$ cat config.mk
export PLATFORM = sky130hd
export DESIGN_NAME = mmec_top
export DESIGN_NICKNAME = d
export VERILOG_FILES = /design/src/logic/mmec_top.sv /design/src/logic/mmec_counter.sv
export SDC_FILE = /design/constraint.sdc
export NUM_CORES = 2
export LEC_CHECK = 0
export ABC_AREA = 1
export BUFFER_PORTS_ARGS = -buffer_cell sky130_fd_sc_hd__buf_2
export CAP_MARGIN = 5
export CORE_ASPECT_RATIO = 0.9
export CORE_MARGIN = 2
export CORE_UTILIZATION = 52
export DETAILED_ROUTE_END_ITERATION = 10
export PLACE_DENSITY = 0.75
export SYNTH_ARGS = -nofsm -noshare
export SYNTH_HDL_FRONTEND = slang
export SYNTH_SLANG_ARGS = --single-unit
$ cat constraint.sdc
create_clock -name clk -period 4.55 [get_ports clk]
set_clock_uncertainty 0.05 [all_clocks]
set_input_delay 0.2275 -clock clk [delete_from_list [all_inputs] [get_ports clk]]
set_output_delay 0.2275 -clock clk [all_outputs]
set_load 0.05 [all_outputs]
$ cat src/logic/mmec_top.sv
// multi-mode event counter: constants package and top level with avalon-mm slave
// Operation
// - count source picked from any source pin, gate pin or internal tick
// - special gate bit: zero enables special gating, one disables it
// - reload from load register, or from load or hold per configuration
// - cycle zero: count once to terminal count, then disarm itself
// - cycle one: reload at every terminal count and keep counting until disarmed
// - count type zero: plain binary over sixteen bits, maximum 65535
// - count type one: bcd, four nibbles of 0 to 9, maximum 9999
// - direction zero counts down, direction one counts up
// - toggle output inverts at every terminal count until disarmed
// - pulse output emits a pulse of chosen polarity at terminal count
// - output may be held low or released to high impedance
// - counter idles until armed, counts while armed, stops when disarmed
// - save and disarm-and-save copy the present count into the hold register
// - save alone leaves the count running undisturbed
// - load copies load register into counter; load-and-arm also arms
// - status byte returns the output level of all five counters
// - no-action command changes nothing yet status still reads
// - lower-neighbour gating counts only while that counter sits at terminal count
// - edge bit zero counts rising edges, one counts falling edges
// - status: byte pointer bit 0, outputs bits 1 to 5, comparators bits 6, 7
// - group command hits every selected counter at once, identically
`timescale 1ns/10ps

package mmec_pkg;
  localparam int          NUM_CTR       = 5;
  localparam int          NUM_LVL       = 10;    // five source pins then five gate pins
  localparam int          DATA_W        = 16;
  localparam int          MODE_W        = 18;
  localparam int          ADDR_W        = 8;
  // byte addresses of the register map
  localparam logic [7:0]  ADDR_CMD      = 8'h00;
  localparam logic [7:0]  ADDR_STATUS   = 8'h04;
  localparam logic [7:0]  ADDR_CTR_LO   = 8'h10;  // counter n block at 8'h10 * (n + 1)
  localparam logic [7:0]  ADDR_CTR_HI   = 8'h5f;
  localparam logic [3:0]  OFS_MODE      = 4'h0;
  localparam logic [3:0]  OFS_LOAD      = 4'h4;
  localparam logic [3:0]  OFS_HOLD      = 4'h8;
  localparam logic [3:0]  OFS_COUNT     = 4'hc;
  // command word fields
  localparam int          CMD_ACT_LSB   = 0;
  localparam int          CMD_SEL_LSB   = 8;
  // mode word fields
  localparam int          M_SRC_LSB     = 0;     // 4 bits
  localparam int          M_GSEL_LSB    = 4;     // 3 bits
  localparam int          M_GATE_LSB    = 7;     // 2 bits
  localparam int          M_EDGE        = 9;
  localparam int          M_SPECIAL     = 10;
  localparam int          M_RELOAD      = 11;
  localparam int          M_CYCLE       = 12;
  localparam int          M_TYPE        = 13;
  localparam int          M_DIR         = 14;
  localparam int          M_OUT_LSB     = 15;    // 3 bits
  localparam logic [17:0] MODE_RESET    = 18'h00000;
  localparam logic [15:0] LOAD_RESET    = 16'h0000;
  // count sources above the pins
  localparam logic [3:0]  SRC_TICK      = 4'ha;
  // gating codes
  localparam logic [1:0]  GATE_NONE     = 2'h0;
  localparam logic [1:0]  GATE_HIGH     = 2'h1;
  localparam logic [1:0]  GATE_LOW      = 2'h2;
  localparam logic [1:0]  GATE_LOWER_TC = 2'h3;
  // output codes
  localparam logic [2:0]  OUT_LOW       = 3'h0;
  localparam logic [2:0]  OUT_PULSE_HI  = 3'h1;
  localparam logic [2:0]  OUT_PULSE_LO  = 3'h2;
  localparam logic [2:0]  OUT_TOGGLE    = 3'h3;
  localparam logic [2:0]  OUT_HIGHZ     = 3'h4;
  // end values
  localparam logic [15:0] BIN_MAX       = 16'hffff;
  localparam logic [15:0] BCD_MAX       = 16'h9999;
  localparam logic [15:0] CNT_ZERO      = 16'h0000;
  // internal tick source timing
  localparam int          CLK_PERIOD_NS = 100;
  localparam int          TICK_PERIOD_NS = 1000;
  localparam int          TICK_CYCLES   = (TICK_PERIOD_NS + CLK_PERIOD_NS - 1) / CLK_PERIOD_NS;

  typedef enum logic [2:0] {
    ACT_NONE        = 3'h0,
    ACT_LOAD        = 3'h1,
    ACT_ARM         = 3'h2,
    ACT_LOAD_ARM    = 3'h3,
    ACT_DISARM      = 3'h4,
    ACT_SAVE        = 3'h5,
    ACT_DISARM_SAVE = 3'h6
  } mmec_action_type;

  typedef enum logic [1:0] {
    ST_IDLE  = 2'b01,
    ST_ARMED = 2'b10
  } mmec_state_type;
endpackage : mmec_pkg

module mmec_top
  import mmec_pkg::*;
(
  input  wire logic        clk,
  input  wire logic        arst_n,
  input  wire logic [7:0]  avs_address,
  input  wire logic        avs_read,
  input  wire logic        avs_write,
  input  wire logic [31:0] avs_writedata,
  output logic      [31:0] avs_readdata,
  output logic             avs_waitrequest,
  input  wire logic [4:0]  src_pin,
  input  wire logic [4:0]  gate_pin,
  output logic      [4:0]  cnt_out,
  output logic      [4:0]  cnt_out_oe
);

  // ****************************************************************
  // declarations
  // ****************************************************************
  logic [NUM_LVL-1:0] sync1_reg, sync2_reg, sync3_reg, filt_reg;
  logic [NUM_LVL-1:0] sync1_next, sync2_next, sync3_next, filt_next;
  logic [7:0]         tick_cnt_reg, tick_cnt_next;
  logic               tick_reg, tick_next;
  logic               waitreq_reg, waitreq_next;
  logic [31:0]        rdata_reg, rdata_next;
  logic               internal_byte_pointer_reg, internal_byte_pointer_next;
  logic [MODE_W-1:0]  mode_reg [NUM_CTR];
  logic [MODE_W-1:0]  mode_next [NUM_CTR];
  logic [DATA_W-1:0]  load_reg [NUM_CTR];
  logic [DATA_W-1:0]  load_next [NUM_CTR];

  logic               req;
  logic               take_wr;
  logic               ctr_hit;
  logic [2:0]         ctr_idx;
  logic [3:0]         ctr_ofs;
  mmec_action_type    action;
  logic [NUM_CTR-1:0] sel_mask;
  logic [NUM_CTR-1:0] do_load, do_arm, do_disarm, do_save, hold_wr;
  logic [NUM_CTR-1:0] tc_state, out_level, out_en;
  logic [DATA_W-1:0]  count_val [NUM_CTR];
  logic [DATA_W-1:0]  hold_val [NUM_CTR];
  logic [NUM_CTR:0]   lower_tc;
  logic               first_comparator_flag, second_comparator_flag;
  logic [7:0]         status_byte;

  // ****************************************************************
  // pin synchronisers: three stages, a change counts once stages two and three agree
  // ****************************************************************
  always_comb begin
    sync1_next = {gate_pin, src_pin};
    sync2_next = sync1_reg;
    sync3_next = sync2_reg;
    filt_next  = (~(sync2_reg ^ sync3_reg) & sync3_reg) | ((sync2_reg ^ sync3_reg) & filt_reg);
  end

  always_ff @(posedge clk or negedge arst_n) begin
    if (!arst_n) begin
      sync1_reg <= '0;
      sync2_reg <= '0;
      sync3_reg <= '0;
      filt_reg  <= '0;
    end else begin
      sync1_reg <= sync1_next;
      sync2_reg <= sync2_next;
      sync3_reg <= sync3_next;
      filt_reg  <= filt_next;
    end
  end

  // ****************************************************************
  // internal tick source: one-cycle enable every TICK_CYCLES clocks
  // ****************************************************************
  always_comb begin
    if (tick_cnt_reg == 8'(TICK_CYCLES - 1)) begin
      tick_cnt_next = 8'h00;
      tick_next     = 1'b1;
    end else begin
      tick_cnt_next = tick_cnt_reg + 8'h01;
      tick_next     = 1'b0;
    end
  end

  always_ff @(posedge clk or negedge arst_n) begin
    if (!arst_n) begin
      tick_cnt_reg <= 8'h00;
      tick_reg     <= 1'b0;
    end else begin
      tick_cnt_reg <= tick_cnt_next;
      tick_reg     <= tick_next;
    end
  end

  // ****************************************************************
  // bus decode: one wait cycle, then the request is taken
  // ****************************************************************
  assign req     = avs_read | avs_write;
  assign take_wr = avs_write & ~waitreq_reg;
  assign ctr_hit = (avs_address >= ADDR_CTR_LO) && (avs_address <= ADDR_CTR_HI);
  assign ctr_idx = avs_address[6:4] - 3'h1;
  assign ctr_ofs = avs_address[3:0];

  // command decode, applied to all selected counters in the same cycle
  always_comb begin
    action    = mmec_action_type'(avs_writedata[CMD_ACT_LSB +: 3]);
    sel_mask  = avs_writedata[CMD_SEL_LSB +: NUM_CTR];
    do_load   = '0;
    do_arm    = '0;
    do_disarm = '0;
    do_save   = '0;
    hold_wr   = '0;
    if (take_wr && avs_address == ADDR_CMD) begin
      case (action)
        ACT_LOAD:        do_load = sel_mask;
        ACT_ARM:         do_arm = sel_mask;
        ACT_LOAD_ARM: begin
          do_load = sel_mask;
          do_arm  = sel_mask;
        end
        ACT_DISARM:      do_disarm = sel_mask;
        ACT_SAVE:        do_save = sel_mask;
        ACT_DISARM_SAVE: begin
          do_disarm = sel_mask;
          do_save   = sel_mask;
        end
        default: begin
          do_load = '0;
        end
      endcase
    end
    if (take_wr && ctr_hit && ctr_ofs == OFS_HOLD) begin
      hold_wr[ctr_idx] = 1'b1;
    end
  end

  // mode and load registers written by software
  always_comb begin
    for (int i = 0; i < NUM_CTR; i++) begin
      mode_next[i] = mode_reg[i];
      load_next[i] = load_reg[i];
    end
    if (take_wr && ctr_hit) begin
      if (ctr_ofs == OFS_MODE) begin
        mode_next[ctr_idx] = avs_writedata[MODE_W-1:0];
      end
      if (ctr_ofs == OFS_LOAD) begin
        load_next[ctr_idx] = avs_writedata[DATA_W-1:0];
      end
    end
  end

  // status byte and read mux
  assign first_comparator_flag        = (count_val[0] == hold_val[0]);
  assign second_comparator_flag        = (count_val[1] == hold_val[1]);
  assign status_byte = {second_comparator_flag, first_comparator_flag, out_level, internal_byte_pointer_reg};

  always_comb begin
    waitreq_next = ~(req & waitreq_reg);
    rdata_next   = rdata_reg;
    internal_byte_pointer_next    = internal_byte_pointer_reg;
    if (avs_read && !waitreq_reg && avs_address == ADDR_STATUS) begin
      internal_byte_pointer_next = ~internal_byte_pointer_reg;                               // pointer steps per status read
    end
    if (avs_read && waitreq_reg) begin
      rdata_next = 32'h00000000;
      if (avs_address == ADDR_STATUS) begin
        rdata_next[7:0] = status_byte;
      end else if (ctr_hit) begin
        case (ctr_ofs)
          OFS_MODE:  rdata_next[MODE_W-1:0] = mode_reg[ctr_idx];
          OFS_LOAD:  rdata_next[DATA_W-1:0] = load_reg[ctr_idx];
          OFS_HOLD:  rdata_next[DATA_W-1:0] = hold_val[ctr_idx];
          OFS_COUNT: rdata_next[DATA_W-1:0] = count_val[ctr_idx];
          default:   rdata_next = 32'h00000000;
        endcase
      end
    end
  end

  always_ff @(posedge clk or negedge arst_n) begin
    if (!arst_n) begin
      waitreq_reg <= 1'b1;
      rdata_reg   <= 32'h00000000;
      internal_byte_pointer_reg    <= 1'b0;
      for (int i = 0; i < NUM_CTR; i++) begin
        mode_reg[i] <= MODE_RESET;
        load_reg[i] <= LOAD_RESET;
      end
    end else begin
      waitreq_reg <= waitreq_next;
      rdata_reg   <= rdata_next;
      internal_byte_pointer_reg    <= internal_byte_pointer_next;
      for (int i = 0; i < NUM_CTR; i++) begin
        mode_reg[i] <= mode_next[i];
        load_reg[i] <= load_next[i];
      end
    end
  end

  assign avs_waitrequest = waitreq_reg;
  assign avs_readdata    = rdata_reg;

  // ****************************************************************
  // counters, chained through the lower neighbour terminal count
  // ****************************************************************
  assign lower_tc[0] = 1'b0;                               // counter one has no lower neighbour

  for (genvar g = 0; g < NUM_CTR; g++) begin : g_ctr
    assign lower_tc[g+1] = tc_state[g];

    mmec_counter u_ctr (
      .clk        (clk),
      .arst_n     (arst_n),
      .mode       (mode_reg[g]),
      .load_val   (load_reg[g]),
      .levels     (filt_reg),
      .tick       (tick_reg),
      .lower_tc   (lower_tc[g]),
      .cmd_load   (do_load[g]),
      .cmd_arm    (do_arm[g]),
      .cmd_disarm (do_disarm[g]),
      .cmd_save   (do_save[g]),
      .hold_wr    (hold_wr[g]),
      .hold_wdata (avs_writedata[DATA_W-1:0]),
      .count      (count_val[g]),
      .hold       (hold_val[g]),
      .tc_state   (tc_state[g]),
      .out_level  (out_level[g]),
      .out_en     (out_en[g])
    );
  end

  assign cnt_out    = out_level;
  assign cnt_out_oe = out_en;

endmodule : mmec_top

$ cat src/logic/mmec_counter.sv
// one sixteen-bit event counter with mode decode, reload, hold and output logic
`timescale 1ns/10ps

module mmec_counter
  import mmec_pkg::*;
(
  input  wire logic              clk,
  input  wire logic              arst_n,
  input  wire logic [MODE_W-1:0] mode,
  input  wire logic [DATA_W-1:0] load_val,
  input  wire logic [NUM_LVL-1:0] levels,
  input  wire logic              tick,
  input  wire logic              lower_tc,
  input  wire logic              cmd_load,
  input  wire logic              cmd_arm,
  input  wire logic              cmd_disarm,
  input  wire logic              cmd_save,
  input  wire logic              hold_wr,
  input  wire logic [DATA_W-1:0] hold_wdata,
  output logic      [DATA_W-1:0] count,
  output logic      [DATA_W-1:0] hold,
  output logic                   tc_state,
  output logic                   out_level,
  output logic                   out_en
);

  // bcd step by one, rippling the carry or borrow through the nibbles
  function automatic logic [15:0] bcd_step(input logic [15:0] v, input logic up);
    logic [15:0] r;
    logic        carry;
    r     = v;
    carry = 1'b1;
    for (int i = 0; i < 4; i++) begin
      if (carry) begin
        if (up) begin
          if (v[4*i +: 4] >= 4'h9) begin
            r[4*i +: 4] = 4'h0;
          end else begin
            r[4*i +: 4] = v[4*i +: 4] + 4'h1;
            carry       = 1'b0;
          end
        end else begin
          if (v[4*i +: 4] == 4'h0) begin
            r[4*i +: 4] = 4'h9;
          end else begin
            r[4*i +: 4] = v[4*i +: 4] - 4'h1;
            carry       = 1'b0;
          end
        end
      end
    end
    return r;
  endfunction : bcd_step

  // ****************************************************************
  // state
  // ****************************************************************
  mmec_state_type    state_reg, state_next;
  logic [DATA_W-1:0] count_reg, count_next;
  logic [DATA_W-1:0] hold_reg, hold_next;
  logic              out_reg, out_next;
  logic              oe_reg, oe_next;
  logic              prev_reg, prev_next;
  logic              alt_reg, alt_next;

  logic [3:0]        src;
  logic [2:0]        gsel;
  logic              sel_level, gate_level, gate_ok, active_edge, armed;
  logic [DATA_W-1:0] end_val, reload_val;
  logic              at_end, step, wrap;

  // ****************************************************************
  // source, gate and terminal count decode
  // ****************************************************************
  always_comb begin
    src        = mode[M_SRC_LSB +: 4];
    gsel       = mode[M_GSEL_LSB +: 3];
    armed      = (state_reg == ST_ARMED);
    sel_level  = (src < 4'(NUM_LVL)) ? levels[src] : 1'b0;
    gate_level = (gsel < 3'(NUM_CTR)) ? levels[4'(NUM_CTR) + 4'(gsel)] : 1'b0;
    if (src == SRC_TICK) begin
      active_edge = tick;
    end else if (mode[M_EDGE]) begin
      active_edge = prev_reg & ~sel_level;
    end else begin
      active_edge = ~prev_reg & sel_level;
    end
    case (mode[M_GATE_LSB +: 2])
      GATE_HIGH:     gate_ok = gate_level;
      GATE_LOW:      gate_ok = ~gate_level;
      GATE_LOWER_TC: gate_ok = lower_tc;
      default:       gate_ok = 1'b1;
    endcase
    if (!mode[M_DIR]) begin
      end_val = CNT_ZERO;
    end else begin
      end_val = mode[M_TYPE] ? BCD_MAX : BIN_MAX;
    end
    at_end = (count_reg == end_val);
    step   = armed & active_edge & gate_ok;
    wrap   = step & at_end;
    // special gating picks the register by gate level, otherwise they alternate
    if (!mode[M_RELOAD]) begin
      reload_val = load_val;
    end else if (!mode[M_SPECIAL]) begin
      reload_val = gate_level ? hold_reg : load_val;
    end else begin
      reload_val = alt_reg ? hold_reg : load_val;
    end
  end

  // ****************************************************************
  // next count, state and hold; commands override counting
  // ****************************************************************
  always_comb begin
    state_next = state_reg;
    count_next = count_reg;
    hold_next  = hold_reg;
    alt_next   = alt_reg;
    prev_next  = sel_level;
    if (step) begin
      if (at_end) begin
        count_next = reload_val;
        alt_next   = ~alt_reg;
        if (!mode[M_CYCLE]) begin
          state_next = ST_IDLE;
        end
      end else if (mode[M_TYPE]) begin
        count_next = bcd_step(count_reg, mode[M_DIR]);
      end else if (mode[M_DIR]) begin
        count_next = count_reg + 16'h0001;
      end else begin
        count_next = count_reg - 16'h0001;
      end
    end
    if (hold_wr) begin
      hold_next = hold_wdata;
    end
    if (cmd_save) begin
      hold_next = count_reg;
    end
    if (cmd_disarm) begin
      state_next = ST_IDLE;
    end
    if (cmd_load) begin
      count_next = load_val;
      alt_next   = 1'b0;
    end
    if (cmd_arm) begin
      state_next = ST_ARMED;
    end
  end

  // output pin behaviour
  always_comb begin
    out_next = out_reg;
    oe_next  = 1'b1;
    case (mode[M_OUT_LSB +: 3])
      OUT_LOW:      out_next = 1'b0;
      OUT_PULSE_HI: out_next = armed & at_end;
      OUT_PULSE_LO: out_next = ~(armed & at_end);
      OUT_TOGGLE:   out_next = out_reg ^ wrap;
      OUT_HIGHZ: begin
        out_next = 1'b0;
        oe_next  = 1'b0;
      end
      default:      out_next = 1'b0;
    endcase
  end

  always_ff @(posedge clk or negedge arst_n) begin
    if (!arst_n) begin
      state_reg <= ST_IDLE;
      count_reg <= CNT_ZERO;
      hold_reg  <= CNT_ZERO;
      out_reg   <= 1'b0;
      oe_reg    <= 1'b1;
      prev_reg  <= 1'b0;
      alt_reg   <= 1'b0;
    end else begin
      state_reg <= state_next;
      count_reg <= count_next;
      hold_reg  <= hold_next;
      out_reg   <= out_next;
      oe_reg    <= oe_next;
      prev_reg  <= prev_next;
      alt_reg   <= alt_next;
    end
  end

  assign count     = count_reg;
  assign hold      = hold_reg;
  assign tc_state  = (state_reg == ST_ARMED) & at_end;
  assign out_level = out_reg;
  assign out_en    = oe_reg;

endmodule : mmec_counter

==> summary.md <==
| Metric | Value |
|---|---|
| CP bufs+invs | 1 |
| Drt first pass iters | 9 |
| GR Util met3 | 13.4% |
| Total track usage | 43.5% |
| Top cell by count, worst path | nand2_1 |
| Number of routed nets with antenna violations | 0 |
| Die W | 281 um |
| Top cell type's share of synthesized area | 29.1% |
| Ys async rst share | 100% |
| Seq/Total Area, Yosys | 29.9% |
| Final-stage net count | 5763 |
| DP Wirelength | 118000 um |
| Syn Area/Cell | 6.40 sq um |
| Synth Warn # | 0 |
| CTS clock-pin slew for the worst setup and hold paths | 0.06 ns |
| Pin slew with the least headroom to its limit | 1.28 ns |
| Largest cells by area after synthesis | dfrtp_1 29%, nand2_1 16%, o21ai_0 7.5%, a21oi_1 6.8%, nand3_1 6.0% |
| Rel. slew slack | 14.3% |
| Post-route DRC | 0 |
| Synth Instances | 5621 |
| Final Cell Area | 38700 sq um |
| Die Area | 71300 sq um |
| Initial core utilization | 52.5% |
| CP max-delay cell | ha_1 |
| Layout area overhead | 7.64% |
| Leak Pwr | 18.8 nW |
| Max stage delay on crit path | 0.60 ns |
| Status | complete, no violations |
| First-pass GRT wire length | 232000 um |
| Drt wl/cell | 24.1 um |
| Met2 GRT Util | 61.3% |
| Synth unique cells | 71 |
| RSZ-0062 raised after global routing | no |
| Deepest clock path buffer count | 3 |
| Final setup violation count | 0 |
| Min-Delay Path Class | in -> reg |
| Worst setup SP type | register |
| CTS H-Tree Depth | 2 |
| Chip height | 254 um |
| Post-Place Cell Area | 36800 sq um |
| Max FFs per register | 90 |
| Peak VDD IR | 0.280 mV |
| Vias/cell | 6.21 |
| Drt initial violations | 6163 |
| Final Hold Viols | 0 |
| Clock Power Share | 42.4% |
| Grt peak-use layer | met2 |
| Internal | 0.00694 W |
| Number of synthesized flops with an enable pin | 0 |
| Final Wtd Congestion | 1.08 |
| TritonCTS Sinks | 429 |
| Core area | 68500 sq um |
| Tcrit/Tclk final | 86.7% |
| Leading area contributor after synthesis | dfrtp_1 |
| CTS tree | yes |
| Root Buffer | clkbuf_16 |
| Share of layout cells above drive strength 1 | 6.92% |
| Routed WL | 158000 um |
| Logic pwr share | 17.7% |
| Final core occ | 56.5% |
| Vias in the first global route | 35940 |
| Met1 GRT Util | 60.1% |
| Worst-skew pair later-pin latency | 0.64 ns |
| Largest net degree at the start of global routing | 122 |
| IO Port Bufs | 68 |
| Switching Share | 32.6% |
| Worst path required time | 4.98 ns |
| Critical path arrival | 4.37 ns |
| PD cells | 266 nW/um^2 |
| Max Slew Vio Count | 0 |
| Setup_tns | 0 ns |
| Setup CP Type | reg -> reg |
| CTS buffer count | 50 |
| I/O pin count | 97 |
| Max FO, Critical Path | 15 |
| Via count | 40648 |
| Switching power | 0.00335 W |
| CP Cell Sequence | clkinv_1 > ha_1 > nand2_1 > nor3_1 > nand2_1 > nor2_1 > nand4_1 > nand3_1 > nand2_1 > o21ai_4 > nand2_1 > nand2_1 > o21ai_1 |
| Post-cts sizing count | 0 |
| # rows | 91 |
| Sequential power share | 39.9% |
| Final Critical Period | 3.95 ns |
| #FFs+latches synth | 429 |
| FMAX | 253 MHz |
| Critical Path End Type | register |
| Synth Cell Area | 36000 sq um |
| CP delay by family, top | simple AND/OR/NAND/NOR gates |
| Maxcap violations | 0 |
| Top_reg_cell synth | dfrtp_1 |
| Initial antenna violation count | 10 |
| GR Overflow Total | 0 |
Yosys cell counts (14+ instances only):
library cell / instances
nor4_1: 15
clkbuf_1: 128
buf_2: 88
nand3_1: 433
nand2_1: 1510
o22ai_1: 56
dfrtp_1: 418
nand2_2: 22
o221ai_1: 31
nand4_1: 75
a21oi_1: 492
buf_4: 37
nor2_1: 514
a31oi_1: 28
nor3_1: 57
ha_1: 139
o21ai_0: 539
o211ai_1: 56
o21ai_1: 39
inv_1: 563
o31ai_1: 14
inv_2: 66
xor2_1: 78
xnor2_1: 22
final cells by class:
| type | count | area, sq um |
|---|---|---|
| fill | 6837 | 29800 |
| multi-input combinational | 4293 | 21600 |
| sequential | 429 | 10700 |
| inverter | 637 | 2390 |
| clock buffer | 67 | 1470 |
| tap | 930 | 1160 |
| timing repair buffer | 154 | 1060 |
| clock inverter | 27 | 293 |
| antenna | 4 | 10.0 |
power by group through the flow:
stage                     registers [W]  clock network (W)  logic (W)
after floorplan                 0.00411                  0    0.00110
after global placement          0.00415                  0    0.00171
after detailed placement        0.00416                  0    0.00173
after CTS                       0.00409            0.00435    0.00175
after global routing            0.00411            0.00450    0.00195
final                           0.00410            0.00437    0.00182
worst min-delay path: cells and delay by family:
family | cells | cell delay, ns
buffers and inverters | 2 | 0.35
AO/OA/AOI/OAI | 1 | 0.07
AND/OR/NAND/NOR | 1 | 0.11
per-layer routing:
metal	routed length (um)	part of all wire, %
met5	92	0.058
met1	61800	39
met3	23500	15
met2	62900	40
met4	9340	5.9
cell families after synthesis:
kind of cell | share of synthesized area [%]
AO/OA/AOI/OAI | 20.1
XOR/XNOR | 2.43
AND/OR/NAND/NOR | 31.8
other | 0.0104
adder cells (fa/ha/maj) | 5.39
buffers and inverters | 10.3
multiplexers | 0.111
flip-flops | 29.9
worst paths after layout:
kind	startpoint	endpoint	slack, ns	cells after the start
max in group asynchronous	arst_n	g_ctr[3].u_ctr.count[11]$_DFFE_PN0P_	2.99	3
min reg2reg	sync1_reg[7]$_DFF_PN0_	sync2_reg[7]$_DFF_PN0_	0.30	0
max reg2reg	mode_reg[32]$_DFFE_PN0P_	g_ctr[4].u_ctr.count[12]$_DFFE_PN0P_	0.60	13
min in group asynchronous	arst_n	tick_cnt_reg[7]$_DFF_PN0_	0.18	2
max	mode_reg[32]$_DFFE_PN0P_	g_ctr[4].u_ctr.count[12]$_DFFE_PN0P_	0.60	13
min	avs_writedata[10]	load_reg[74]$_DFFE_PN0P_	0.14	4
cells in the final DEF (no fill, tap or decap), types with 57 or more instances in the layout:
| cell | netlist | routed |
|---|---|---|
| xor2_1 | 78 | 78 |
| buf_2 | 88 | 67 |
| a21oi_1 | 492 | 491 |
| inv_2 | 66 | 66 |
| nand2_1 | 1510 | 1510 |
| nor3_1 | 57 | 57 |
| inv_1 | 563 | 563 |
| dfrtp_1 | 418 | 418 |
| buf_4 | 37 | 68 |
| nand3_1 | 433 | 433 |
| nand4_1 | 75 | 75 |
| o21ai_0 | 539 | 539 |
| nor2_1 | 514 | 511 |
| ha_1 | 139 | 139 |
metrics by stage:
step	power, W	std cells	worst slack [ns]	hold slack (ns)
finish	0.0103	6541	0.604	0.137
global route	0.0106	6537	0.501	0.144
CTS	0.0102	6537	0.785	0.107
detailed placement	0.00588	6427	0.813	0.285
global placement	0.00586	6427	0.893	0.281
floorplan	0.00521	5634	1.70	-0.118
timing repair:
| action | 4_1_cts | 5_1_grt |
|---|---|---|
| hold endpoints to repair | 112 | 0 |
| hold buffers | 16 | 0 |
| buffers inserted | 0 | 0 |
Power figures use the tool's default switching activity.
